`src/inc/ussu_pkg.sv`:
```
package ussu_pkg;

  // ----------------------------------------------------------------
  // register byte addresses
  // ----------------------------------------------------------------
  localparam logic [7:0] ADDR_CTRL  = 8'h00;
  localparam logic [7:0] ADDR_STAT  = 8'h04;
  localparam logic [7:0] ADDR_DATA  = 8'h08;
  localparam logic [7:0] ADDR_PORT  = 8'h0C;
  localparam logic [7:0] ADDR_TIMER = 8'h10;

  // ----------------------------------------------------------------
  // field positions
  // ----------------------------------------------------------------
  localparam int CTRL_TC    = 0;  // clock_toggle_strobe
  localparam int CTRL_CLK   = 1;  // clock_strobe_bit
  localparam int CTRL_CS_LO = 2;  // clock_source_low_bit
  localparam int CTRL_CS_HI = 3;  // clock_source_high_bit
  localparam int CTRL_WM_LO = 4;  // wire_mode_low_bit
  localparam int CTRL_WM_HI = 5;  // wire_mode_high_bit
  localparam int STAT_SIF   = 7;  // start_condition_flag
  localparam int STAT_OIF   = 6;  // counter_overflow_flag
  localparam int PORT_DO    = 0;  // output latch bits
  localparam int PORT_SDA   = 1;
  localparam int PORT_SCL   = 2;
  localparam int DIR_DO     = 4;  // direction bits
  localparam int DIR_SDA    = 5;
  localparam int DIR_SCL    = 6;

  // ----------------------------------------------------------------
  // reset values and counts
  // ----------------------------------------------------------------
  localparam logic [7:0] PORT_RST  = 8'h00;
  localparam logic [7:0] DATA_RST  = 8'h00;
  localparam logic [7:0] TIMER_RST = 8'h00;
  localparam logic [3:0] CNT_RST   = 4'h0;
  localparam logic [3:0] CNT_MAX   = 4'hF;

  typedef enum logic [1:0] {
    WM_OFF      = 2'b00,
    WM_THREE    = 2'b01,
    WM_TWO      = 2'b10,
    WM_TWO_HOLD = 2'b11
  } ussu_wm_t;

  typedef enum logic [1:0] {
    CS_STROBE  = 2'b00,
    CS_TIMER   = 2'b01,
    CS_EXT_POS = 2'b10,
    CS_EXT_NEG = 2'b11
  } ussu_cs_t;

  // true when a count event wraps the counter from fifteen to zero
  function automatic logic ussu_wraps(input logic [3:0] cnt, input logic inc);
    return inc && (cnt == CNT_MAX);
  endfunction : ussu_wraps

endpackage : ussu_pkg

```
`src/inc/ussu_link_if.sv`:
```
interface ussu_link_if;
  logic scl_lvl;    // synchronised clock line level
  logic sda_lvl;    // synchronised data line level
  logic scl_rise;   // one-cycle pulse per rising clock edge
  logic scl_fall;   // one-cycle pulse per falling clock edge
  logic start_det;  // data falls while clock stays high

  modport sync (output scl_lvl, sda_lvl, scl_rise, scl_fall, start_det);
  modport core (input  scl_lvl, sda_lvl, scl_rise, scl_fall, start_det);
endinterface : ussu_link_if

```
`src/hdl/ussu_pin_sync.sv`:
```
module ussu_pin_sync
  import ussu_pkg::*;
(
  input  wire logic   pclk,
  input  wire logic   presetn,
  input  wire logic   sda_raw,
  input  wire logic   scl_raw,
  ussu_link_if.sync   lk
);

  logic [1:0] sda_sync_r;
  logic [1:0] scl_sync_r;
  logic       sda_prev_r;
  logic       scl_prev_r;

  // ----------------------------------------------------------------
  // two-stage synchronisers; stage 0 feeds only stage 1
  // ----------------------------------------------------------------
  always_ff @(posedge pclk or negedge presetn) begin
    if (!presetn) begin
      sda_sync_r <= 2'h3;
      scl_sync_r <= 2'h3;
      sda_prev_r <= 1'b1;
      scl_prev_r <= 1'b1;
    end else begin
      sda_sync_r <= {sda_sync_r[0], sda_raw};
      scl_sync_r <= {scl_sync_r[0], scl_raw};
      sda_prev_r <= sda_sync_r[1];
      scl_prev_r <= scl_sync_r[1];
    end
  end

  // edges and start condition seen on the synchronised levels
  assign lk.sda_lvl   = sda_sync_r[1];
  assign lk.scl_lvl   = scl_sync_r[1];
  assign lk.scl_rise  = scl_sync_r[1] & ~scl_prev_r;
  assign lk.scl_fall  = ~scl_sync_r[1] & scl_prev_r;
  assign lk.start_det = sda_prev_r & ~sda_sync_r[1] & scl_prev_r & scl_sync_r[1];

endmodule : ussu_pin_sync

```
`src/hdl/ussu_top.sv`:
```
module ussu_top
  import ussu_pkg::*;
(
  input  wire logic        pclk,
  input  wire logic        presetn,
  input  wire logic        psel,
  input  wire logic        penable,
  input  wire logic        pwrite,
  input  wire logic [7:0]  paddr,
  input  wire logic [31:0] pwdata,
  output logic      [31:0] prdata,
  output logic             pready,
  output logic             pslverr,
  input  wire logic        timer_match,
  input  wire logic        serial_data_in_pin,
  output logic             serial_data_in_pin_out,
  output logic             serial_data_in_pin_oe,
  input  wire logic        serial_clock_pin,
  output logic             serial_clock_pin_out,
  output logic             serial_clock_pin_oe,
  output logic             data_out_pin,
  output logic             data_out_pin_oe,
  output logic             pullup_data_out,
  output logic             pullup_data_in,
  output logic             pullup_clock
);

  // ----------------------------------------------------------------
  // declarations
  // ----------------------------------------------------------------
  ussu_link_if lk ();

  ussu_wm_t    wm_r;
  ussu_cs_t    cs_r;
  logic        clk_sel_r;
  logic [7:0]  port_r;
  logic [7:0]  shreg_r;
  logic [3:0]  cnt_r;
  logic [7:0]  timer_r;
  logic        oif_r;
  logic        sif_r;
  logic        do_latch_r;
  logic [31:0] prdata_r;
  logic        pready_r;
  logic        pslverr_r;
  logic        do_o_r, do_oe_r, sda_o_r, sda_oe_r, scl_o_r, scl_oe_r;
  logic        pu_do_r, pu_sda_r, pu_scl_r;
  logic        do_o_nxt, do_oe_nxt, sda_o_nxt, sda_oe_nxt, scl_o_nxt, scl_oe_nxt;
  logic        pu_do_nxt, pu_sda_nxt, pu_scl_nxt;

  logic        setup, wr, wr_ctrl, wr_stat, wr_data, wr_port, wr_timer;
  logic        mapped;
  logic        ext, two_wire, hold;
  logic        sw_strobe, tc_strobe, samp_edge, out_edge;
  logic        shift_ev, count_ev, ovf_ev, start_ev, do_bit;
  logic [31:0] rd_mux;

  ussu_pin_sync u_sync (
    .pclk    (pclk),
    .presetn (presetn),
    .sda_raw (serial_data_in_pin),
    .scl_raw (serial_clock_pin),
    .lk      (lk)
  );

  // ----------------------------------------------------------------
  // apb decode: zero wait states, pready rises in the access cycle
  // ----------------------------------------------------------------
  assign setup    = psel & ~penable;
  assign wr       = psel & penable & pready_r & pwrite;
  assign wr_ctrl  = wr & (paddr == ADDR_CTRL);
  assign wr_stat  = wr & (paddr == ADDR_STAT);
  assign wr_data  = wr & (paddr == ADDR_DATA);
  assign wr_port  = wr & (paddr == ADDR_PORT);
  assign wr_timer = wr & (paddr == ADDR_TIMER);
  assign mapped   = (paddr == ADDR_CTRL) | (paddr == ADDR_STAT) | (paddr == ADDR_DATA)
                  | (paddr == ADDR_PORT) | (paddr == ADDR_TIMER);

  // read mux; toggle strobe bit reads as zero, timer and counter read as one word
  always_comb begin
    rd_mux = 32'h0000_0000;
    case (paddr)
      ADDR_CTRL:  rd_mux = {24'h00_0000, 2'h0, wm_r, cs_r, clk_sel_r, 1'b0};
      ADDR_STAT:  rd_mux = {24'h00_0000, sif_r, oif_r, 2'h0, cnt_r};
      ADDR_DATA:  rd_mux = {24'h00_0000, shreg_r};
      ADDR_PORT:  rd_mux = {24'h00_0000, 1'b0, port_r[6:4], 1'b0, port_r[2:0]};
      ADDR_TIMER: rd_mux = {20'h0_0000, timer_r, cnt_r};
      default:    rd_mux = 32'h0000_0000;
    endcase
  end

  always_ff @(posedge pclk or negedge presetn) begin
    if (!presetn) begin
      pready_r  <= 1'b0;
      pslverr_r <= 1'b0;
      prdata_r  <= 32'h0000_0000;
    end else begin
      pready_r  <= setup;
      pslverr_r <= setup & ~mapped;
      if (setup) begin
        prdata_r <= rd_mux;
      end
    end
  end

  // ----------------------------------------------------------------
  // control register
  // ----------------------------------------------------------------
  always_ff @(posedge pclk or negedge presetn) begin
    if (!presetn) begin
      wm_r      <= WM_OFF;
      cs_r      <= CS_STROBE;
      clk_sel_r <= 1'b0;
    end else if (wr_ctrl) begin
      wm_r      <= ussu_wm_t'(pwdata[CTRL_WM_HI:CTRL_WM_LO]);
      cs_r      <= ussu_cs_t'(pwdata[CTRL_CS_HI:CTRL_CS_LO]);
      clk_sel_r <= pwdata[CTRL_CLK];
    end
  end

  // ----------------------------------------------------------------
  // clock source selection
  // ----------------------------------------------------------------
  assign ext       = cs_r[1];
  assign two_wire  = wm_r[1];
  assign sw_strobe = wr_ctrl & pwdata[CTRL_CLK] & (cs_r == CS_STROBE);
  assign tc_strobe = wr_ctrl & pwdata[CTRL_TC];
  // low source bit picks which pin edge samples; the other one drives out
  assign samp_edge = ext & (cs_r[0] ? lk.scl_fall : lk.scl_rise);
  assign out_edge  = ext & (cs_r[0] ? lk.scl_rise : lk.scl_fall);

  // shift and count events per source
  always_comb begin
    shift_ev = 1'b0;
    count_ev = 1'b0;
    case (cs_r)
      CS_STROBE: begin
        shift_ev = sw_strobe;
        count_ev = sw_strobe;
      end
      CS_TIMER: begin
        shift_ev = timer_match;
        count_ev = timer_match;
      end
      CS_EXT_POS, CS_EXT_NEG: begin
        shift_ev = samp_edge;
        // toggle strobe clocks the counter once the strobe bit is set
        count_ev = clk_sel_r ? tc_strobe : (lk.scl_rise | lk.scl_fall);
      end
      default: begin
        shift_ev = 1'b0;
        count_ev = 1'b0;
      end
    endcase
  end

  // a bus load of the counter wins over a count in the same cycle
  assign ovf_ev   = ussu_wraps(cnt_r, count_ev) & ~wr_stat;
  assign start_ev = two_wire & lk.start_det;

  // ----------------------------------------------------------------
  // four-bit counter and chained timer
  // ----------------------------------------------------------------
  always_ff @(posedge pclk or negedge presetn) begin
    if (!presetn) begin
      cnt_r <= CNT_RST;
    end else if (wr_stat) begin
      cnt_r <= pwdata[3:0];  // preset, e.g. to fifteen
    end else if (count_ev) begin
      cnt_r <= 4'(cnt_r + 4'h1);
    end
  end

  // overflow carries into the timer, giving a twelve-bit count
  always_ff @(posedge pclk or negedge presetn) begin
    if (!presetn) begin
      timer_r <= TIMER_RST;
    end else if (wr_timer) begin
      timer_r <= pwdata[11:4];
    end else if (ovf_ev) begin
      timer_r <= 8'(timer_r + 8'h01);
    end
  end

  // ----------------------------------------------------------------
  // sticky flags: a new start beats a clear in the same cycle; a status write masks an overflow
  // ----------------------------------------------------------------
  always_ff @(posedge pclk or negedge presetn) begin
    if (!presetn) begin
      oif_r <= 1'b0;
    end else if (ovf_ev) begin
      oif_r <= 1'b1;
    end else if (wr_stat & pwdata[STAT_OIF]) begin
      oif_r <= 1'b0;
    end
  end

  always_ff @(posedge pclk or negedge presetn) begin
    if (!presetn) begin
      sif_r <= 1'b0;
    end else if (start_ev) begin
      sif_r <= 1'b1;
    end else if (wr_stat & pwdata[STAT_SIF]) begin
      sif_r <= 1'b0;
    end
  end

  // ----------------------------------------------------------------
  // shift register and output latch
  // ----------------------------------------------------------------
  always_ff @(posedge pclk or negedge presetn) begin
    if (!presetn) begin
      shreg_r <= DATA_RST;
    end else if (wr_data) begin
      shreg_r <= pwdata[7:0];
    end else if (shift_ev) begin
      shreg_r <= {shreg_r[6:0], lk.sda_lvl};
    end
  end

  // external clock: output moves on the edge opposite to sampling
  always_ff @(posedge pclk or negedge presetn) begin
    if (!presetn) begin
      do_latch_r <= 1'b0;
    end else if (out_edge) begin
      do_latch_r <= shreg_r[7];
    end
  end

  // other sources see the shifter directly, no extra latency
  assign do_bit = ext ? do_latch_r : shreg_r[7];

  // ----------------------------------------------------------------
  // port latch and direction; toggle strobe flips the clock latch
  // ----------------------------------------------------------------
  always_ff @(posedge pclk or negedge presetn) begin
    if (!presetn) begin
      port_r <= PORT_RST;
    end else begin
      if (wr_port) begin
        port_r <= pwdata[7:0];
        port_r[PORT_SCL] <= pwdata[PORT_SCL] ^ tc_strobe;
      end else if (tc_strobe) begin
        port_r[PORT_SCL] <= ~port_r[PORT_SCL];
      end
    end
  end

  // ----------------------------------------------------------------
  // pin drivers
  // ----------------------------------------------------------------
  assign hold = sif_r | ((wm_r == WM_TWO_HOLD) & oif_r);

  always_comb begin
    // ordinary port behaviour, wire mode zero
    do_o_nxt   = port_r[PORT_DO];
    do_oe_nxt  = port_r[DIR_DO];
    sda_o_nxt  = port_r[PORT_SDA];
    sda_oe_nxt = port_r[DIR_SDA];
    scl_o_nxt  = port_r[PORT_SCL];
    scl_oe_nxt = port_r[DIR_SCL];
    pu_do_nxt  = ~port_r[DIR_DO] & port_r[PORT_DO];
    pu_sda_nxt = ~port_r[DIR_SDA] & port_r[PORT_SDA];
    pu_scl_nxt = ~port_r[DIR_SCL] & port_r[PORT_SCL];
    case (wm_r)
      WM_THREE: begin
        do_o_nxt = do_bit;
      end
      WM_TWO, WM_TWO_HOLD: begin
        // open collector: only ever drive low
        sda_o_nxt  = 1'b0;
        sda_oe_nxt = port_r[DIR_SDA] & (~do_bit | ~port_r[PORT_SDA]);
        scl_o_nxt  = 1'b0;
        scl_oe_nxt = port_r[DIR_SCL] & (~port_r[PORT_SCL] | hold);
        pu_sda_nxt = 1'b0;
        pu_scl_nxt = 1'b0;
      end
      default: begin
        do_o_nxt = port_r[PORT_DO];
      end
    endcase
  end

  always_ff @(posedge pclk or negedge presetn) begin
    if (!presetn) begin
      do_o_r   <= 1'b0;
      do_oe_r  <= 1'b0;
      sda_o_r  <= 1'b0;
      sda_oe_r <= 1'b0;
      scl_o_r  <= 1'b0;
      scl_oe_r <= 1'b0;
      pu_do_r  <= 1'b0;
      pu_sda_r <= 1'b0;
      pu_scl_r <= 1'b0;
    end else begin
      do_o_r   <= do_o_nxt;
      do_oe_r  <= do_oe_nxt;
      sda_o_r  <= sda_o_nxt;
      sda_oe_r <= sda_oe_nxt;
      scl_o_r  <= scl_o_nxt;
      scl_oe_r <= scl_oe_nxt;
      pu_do_r  <= pu_do_nxt;
      pu_sda_r <= pu_sda_nxt;
      pu_scl_r <= pu_scl_nxt;
    end
  end

  assign prdata                 = prdata_r;
  assign pready                 = pready_r;
  assign pslverr                = pslverr_r;
  assign data_out_pin           = do_o_r;
  assign data_out_pin_oe        = do_oe_r;
  assign serial_data_in_pin_out = sda_o_r;
  assign serial_data_in_pin_oe  = sda_oe_r;
  assign serial_clock_pin_out   = scl_o_r;
  assign serial_clock_pin_oe    = scl_oe_r;
  assign pullup_data_out        = pu_do_r;
  assign pullup_data_in         = pu_sda_r;
  assign pullup_clock           = pu_scl_r;
endmodule : ussu_top

```
`config.mk`:
```
export PLATFORM = sky130hd
export DESIGN_NAME = ussu_top
export DESIGN_NICKNAME = d
export VERILOG_FILES = /design/src/inc/ussu_pkg.sv /design/src/inc/ussu_link_if.sv /design/src/hdl/ussu_pin_sync.sv /design/src/hdl/ussu_top.sv
export SDC_FILE = /design/constraint.sdc
export NUM_CORES = 1
export LEC_CHECK = 0
export BUFFER_PORTS_ARGS = -buffer_cell sky130_fd_sc_hd__buf_2
export CORE_UTILIZATION = 47
export DETAILED_ROUTE_END_ITERATION = 10
export PLACE_DENSITY = 0.76
export SLEW_MARGIN = 40
export SYNTH_ARGS = -nofsm -noshare
export SYNTH_HDL_FRONTEND = slang
export SYNTH_SLANG_ARGS = --single-unit
```
`constraint.sdc`:
```
create_clock -name pclk -period 1.9 [get_ports pclk]
set_input_delay 0.19 -clock pclk [delete_from_list [all_inputs] [get_ports pclk]]
set_output_delay 0.19 -clock pclk [all_outputs]
set_load 0.05 [all_outputs]
```
Word level (Yosys, flattened, before mapping)
Cells that the tools add are included.
{"block": "classes", "add_sub_neg": 2, "n_mul": 0, "div": 0, "magnitude_cmp": 0, "eq_ne": 11, "shift": 0, "n_mux": 26, "n_bitwise": 51, "n_reduce_logical": 11}
{"operator": "12-bit case mux with 5 select lines", "count": 1}
{"operator": "8-bit 2-to-1 mux", "count": 4}
{"operator": "1-bit bitwise AND", "count": 30}
{"operator": "1-bit 2-to-1 mux", "count": 17}
{"operator": "8-bit by 4-bit equality test with 1-bit output (second input constant)", "count": 2}
{"operator": "1-bit NOT", "count": 12}
{"operator": "2-bit nonzero test", "count": 6}
{"operator": "8-bit by 1-bit adder with 8-bit output (second input constant)", "count": 1}
{"operator": "2-bit equality test (second input constant)", "count": 4}
{"operator": "8-bit by 3-bit equality test with 1-bit output (second input constant)", "count": 1}
{"operator": "8-bit by 5-bit equality test with 1-bit output (second input constant)", "count": 1}
{"operator": "8-bit zero test", "count": 1}
{"operator": "4-bit 2-to-1 mux", "count": 2}
{"operator": "1-bit bitwise OR", "count": 8}
{"operator": "1-bit case mux with 3 select lines", "count": 2}
{"operator": "4-bit by 1-bit adder with 4-bit output (second input constant)", "count": 1}
{"operator": "2-bit by 1-bit equality test with 1-bit output (second input constant)", "count": 2}
{"operator": "4-bit equality test (second input constant)", "count": 1}
{"operator": "2-bit OR reduction", "count": 2}
{"operator": "2-bit zero test", "count": 1}
{"operator": "1-bit logical AND", "count": 1}
{"operator": "1-bit bitwise XOR", "count": 1}
{"block": "totals", "regBits": 84, "latch_bits": 0, "ram_bits": 0, "romBits": 0, "output_inout_bits": 43, "word_cells": 128, "n_memories": 0}

Longest topological paths before layout
{"block": "logic_depth", "ltp_word": 11, "mapped_depth": 9, "depth_no_buf": 7}

Cells and area by module
A second synthesis with hierarchy kept.
{"block": "hier_totals", "hier_cells": 293, "area_unflattened_um2": 3146.8}
{"module": "ussu_top", "instances": 1, "cells_each": 284, "area_per_inst_um2": 2966.6, "seq_area_each_um2": 1426.4}
{"module": "ussu_pin_sync", "instances": 1, "cells_each": 9, "area_per_inst_um2": 180.2, "seq_area_each_um2": 157.7}

Worst setup path after synthesis
No wires, ideal clock.
{"block": "synth_timing", "path_kind": "register to register", "start": "reg pready_r, in the netlist pready", "end": "reg timer_r[1]", "setup_ps": 137, "arrival_time_ps": 2192, "required_ps": 1763, "path_slack_ps": -429, "path_stages_with_launch": 8, "path_buffers": 1, "path_cell_list": "dfrtp_1 -> nand4_1 -> nor4_4 -> a31oi_2 -> buf_4 -> a21oi_1 -> mux2i_1 -> a21oi_1"}
{"block": "synth_between", "elab_chain_cells": 9}
{"item": "start, declared", "line": "ussu_top.sv:44", "rtl": "logic pready_r;"}
{"item": "start signal, assigned", "line": "ussu_top.sv:98", "rtl": "pready_r <= setup;"}
{"item": "1-bit bitwise AND * (2 in series)", "line": "ussu_top.sv:70", "rtl": "assign wr = psel & penable & pready_r & pwrite;"}
{"item": "1-bit bitwise AND", "line": "ussu_top.sv:71", "rtl": "assign wr_ctrl = wr & (paddr == ADDR_CTRL);"}
{"item": "1-bit bitwise AND (on tied branches)", "line": "ussu_top.sv:127, ussu_top.sv:126"}
{"item": "1-bit 2-to-1 mux or 1-bit bitwise AND (tied branches)", "line": "ussu_top.sv:148, ussu_top.sv:126"}
{"item": "1-bit case mux with 3 select lines", "line": "ussu_top.sv:136", "rtl": "case (cs_r)"}
{"item": "1-bit logical AND", "line": "ussu_pkg.sv:55", "rtl": "return inc && (cnt == CNT_MAX);"}
{"item": "1-bit bitwise AND", "line": "ussu_top.sv:158", "rtl": "assign ovf_ev = ussu_wraps(cnt_r, count_ev) & ~wr_stat;"}
{"item": "2-bit nonzero test (no source line)"}
{"item": "end signal, assigned", "line": "ussu_top.sv:179", "rtl": "timer_r <= pwdata[11:4];"}
{"item": "end signal, assigned", "line": "ussu_top.sv:181", "rtl": "timer_r <= 8'(timer_r + 8'h01);"}
{"item": "end, declared", "line": "ussu_top.sv:39", "rtl": "logic [7:0] timer_r;"}
Every way passes the cells marked *; elsewhere a longest branch is shown, timed or not.
A chain may end at the register's enable or synchronous reset.

Final worst setup path
{"block": "layout_timing", "start": "reg u_sync.scl_sync_r[1]", "end": "reg timer_r[5]"}
{"block": "layout_between", "elab_chain_cells": 8}
{"item": "start, declared", "line": "ussu_pin_sync.sv:12", "rtl": "logic [1:0] scl_sync_r;"}
{"item": "start signal, assigned", "line": "ussu_pin_sync.sv:27", "rtl": "scl_sync_r <= {scl_sync_r[0], scl_raw};"}
{"item": "1-bit NOT", "line": "ussu_pin_sync.sv:37", "rtl": "assign lk.scl_fall = ~scl_sync_r[1] & scl_prev_r;"}
{"item": "1-bit bitwise AND", "line": "ussu_pin_sync.sv:37"}
{"item": "1-bit bitwise OR *", "line": "ussu_top.sv:148", "rtl": "count_ev = clk_sel_r ? tc_strobe : (lk.scl_rise | lk.scl_fall);"}
{"item": "1-bit 2-to-1 mux *", "line": "ussu_top.sv:148"}
{"item": "1-bit case mux with 3 select lines *", "line": "ussu_top.sv:136"}
{"item": "1-bit logical AND *", "line": "ussu_pkg.sv:55"}
{"item": "1-bit bitwise AND *", "line": "ussu_top.sv:158"}
{"item": "2-bit nonzero test (no source line) *"}
Marked as above.

==> impl_metrics.ini <==
[outcome]
status = complete, but fails checks
violations = design-rule violations, negative setup slack

[grt]
grt_overflow = 0
grt_max_degree = 64
busiest_layer = met2
grtUsageMet1_pct = 30.8
antenna_found_initial = 0
grt_pass1_vias = 2536
use_met2_pct = 36.4
use_met3_pct = 4.75
grt_pass1_wl_um = 12800
gr-usage-all-layers_pct = 24.0

[route]
first_iter_violations = 192
wl_per_cell_um = 16.5
drt-pass1-iter-count = 8
detail-route-antenna-nets = 0
num_vias = 2615
drc = 12
vias_per_cell = 5.54
totalWireLength_um = 7770

[power_and_ir_drop]
ir_worst_vdd_uv = 311
powerDensity_nw_per_um2 = 690
leakage_nw = 1.92
fin_total_pwr_mw = 2.78

[worst_hold_path]
min_from = pwdata[8]
min_to = timer_r[4]
min_path_cells = 3
hold_path_class = input port to flop

[critical_path]
cpLargestDelayFamily = flip-flops
rr_startpoint = u_sync.scl_sync_r[1]
crit_fanout = 5
arrival_ns = 2.14
max_stage_delay_ns = 0.54
reg2reg_slack_ns = -0.002
critPathLaunchType = flop
critical_path_buf_inv_count = 2
timing.rr.end = timer_r[5]
worst_r2r_path_depth = 8
critPathKind = flop to flop
cp_slowest_cell = dfstp_2
crit_path_frequent_cell = a21oi_1
endpoint_kind = flop
path_cells = inv_2 -> ha_4 -> nor3b_4 -> a41oi_4 -> buf_4 -> a21oi_1 -> xnor2_1 -> a21oi_1
worst_ep_required_time_ns = 2.14

[synthesis]
synth_top_area_share_pct = 45.1
synth_edf_count = 0
netlist_area_um2 = 3160
synth_top_family_by_area = compound AO/OA/AOI/OAI gates
avgSynthCellArea_um2 = 10.7
synthAdderAreaFrac_pct = 1.58
synth-xor-area-share_pct = 3.05
synth_warnings = 0
synth.distinct_cells = 46
synthArstFlopShare_pct = 100
synthMuxAreaShare_pct = 9.14
synthSimpleGateAreaFrac_pct = 14.2
synth_compound_area_share_pct = 14.9
synth_area_leaders = dfrtp_1, mux2_2, dfstp_2, buf_4, a21oi_1
ys_ff_latch = 63
ys.flop_type = dfrtp_1
synth_cells = 296
ys_seq_area_share_pct = 50.1
yosysMostFrequentCell = dfrtp_1
synth_top_area_cell = dfrtp_1
synth_common_cells = dfrtp_1, a21oi_1, nor2_1

[floorplanning]
dieArea_um2 = 7060
initial_utilization_pct = 49.2
fp.dieW_um = 84.0
io-pin-count = 91
rows = 29
core_um2 = 6420
die_h_um = 84.0

[final_layout]
fill_cells = 515
layout-drive-gt1-share_pct = 36.7
area_growth_pct = 27.3
nets = 442
final_area_um2 = 4030
antennaDiodeCount = 0

[clock_network]
cts_tree = built
clockBufferDepth = 2
cts.sinks = 63
clkTransAtPathRegs_ns = 0.08
root_buffer = clkbuf_8
clk_latency_ns = 0.35
numCtsBuffers = 9
cts_max_level = 3

[timing]
fmax_mhz = 526
fin_crit_sh_pct = 100
period_needed_ns = 1.90
drv_slew = 0
skew_ns = 0.00797
finalSetupViolCount = 1
fin_tns_setup_ns = -0.00199
timing.final.ws_setup_ns = -0.00199
hold_viol_final = 0
rsz0062_at_grt = yes

[placed_design]
io_buffers = 50
postPlaceCellArea_um2 = 3740
gp_congestion = 0.901
hpwl_um = 5720

[job]
cap_violations = 0
[state kept, by name, summed over array words and instances (netlist names), 2 cells and up]
signal / cells
cs_r: 2
port_r: 6
shreg_r: 8
prdata: 12
wm_r: 2
u_sync.scl_sync_r: 2
cnt_r: 4
u_sync.sda_sync_r: 2
timer_r: 8
[layout by cell type, fill, tap and decap left out, drive strengths merged, types with 4 or more instances in the layout]
master / count
a22oi: 4
clkbuf: 10
o21ai: 10
buf: 91
nand3: 5
dfrtp: 57
inv: 8
nor2: 29
a222oi: 4
ha: 4
a22o: 4
nor2b: 8
mux2: 15
dfstp: 6
nor3: 4
nand2: 21
a21oi: 30
clkinv: 5
xnor2: 10
mux2i: 12
conb: 20
nand4: 5
[logic make-up (layout without fill, tap and decap cells)]
family / after synthesis / count (layout)
xor+xnor: 11 / 11
buf+inv: 37 / 117
compound gates: 65 / 65
flops: 63 / 63
mux: 27 / 27
other cells: 1 / 20
simple gates: 88 / 88
fa+ha+maj: 4 / 4
[power by group]
group          internal (mW)  switching, mW
clock network          0.515          0.567
logic                 0.0858          0.205
registers               1.38         0.0300
[how the worst max path moves through the flow]
stage                              start  slack [ns]    endpoint  cells past startpoint
global route        u_sync.scl_sync_r[1]        -0.1  timer_r[4]                      8
detailed placement              paddr[3]       -0.27  timer_r[6]                      8
global placement                paddr[5]       -0.23  timer_r[6]                      8
floorplan                       paddr[5]       -0.35  timer_r[6]                      8
CTS                               pready       -0.01  timer_r[6]                      7
finish              u_sync.scl_sync_r[1]      -0.002  timer_r[5]                      8
[final cells by class]
class	instances	area (um^2)	area share (%)
clock buffers	10	138	3.42
repair buffers	94	633	15.7
flip-flops and latches	63	1590	39.4
well taps	77	96.3	2.39
inverters	7	26.3	0.653
clock inverters	6	45.0	1.12
multi-input cells	215	1500	37.3
[worst min-delay path, stage by stage]
cell and delay, ns:
buf_2 0.07, nor2_1 0.03, a21oi_1 0.10
[metrics by stage]
| stage | hold WS (ns) | std cells | setup slack, ns | utilization, % |
|---|---|---|---|---|
| floorplan | -0.106 | 315 | -0.353 | - |
| finish | 0.0920 | 472 | -0.00199 | 62.7 |
| global placement | 0.221 | 453 | -0.229 | 58.3 |
| detailed placement | 0.226 | 453 | -0.267 | 58.3 |
| CTS | 0.0833 | 471 | -0.0108 | 62.1 |
| global route | 0.0954 | 472 | -0.0968 | 62.7 |
[per-layer routing]
layer | vias to the layer above | wire (um)
li1 | 1201 | -
met1 | 1280 | 3330
met2 | 102 | 3700
met3 | 32 | 378
met4 | 0 | 367
met5 | - | 0
[what timing repair did]
item	in CTS	in global routing
pin swaps	8	10
gates resized for setup	9	5
endpoints found under the setup margin	14	16
hold buffers	3	0
hold endpoints to repair	59	0
buffers inserted	0	1
Note: power is estimated with default switching activity, not from simulation.
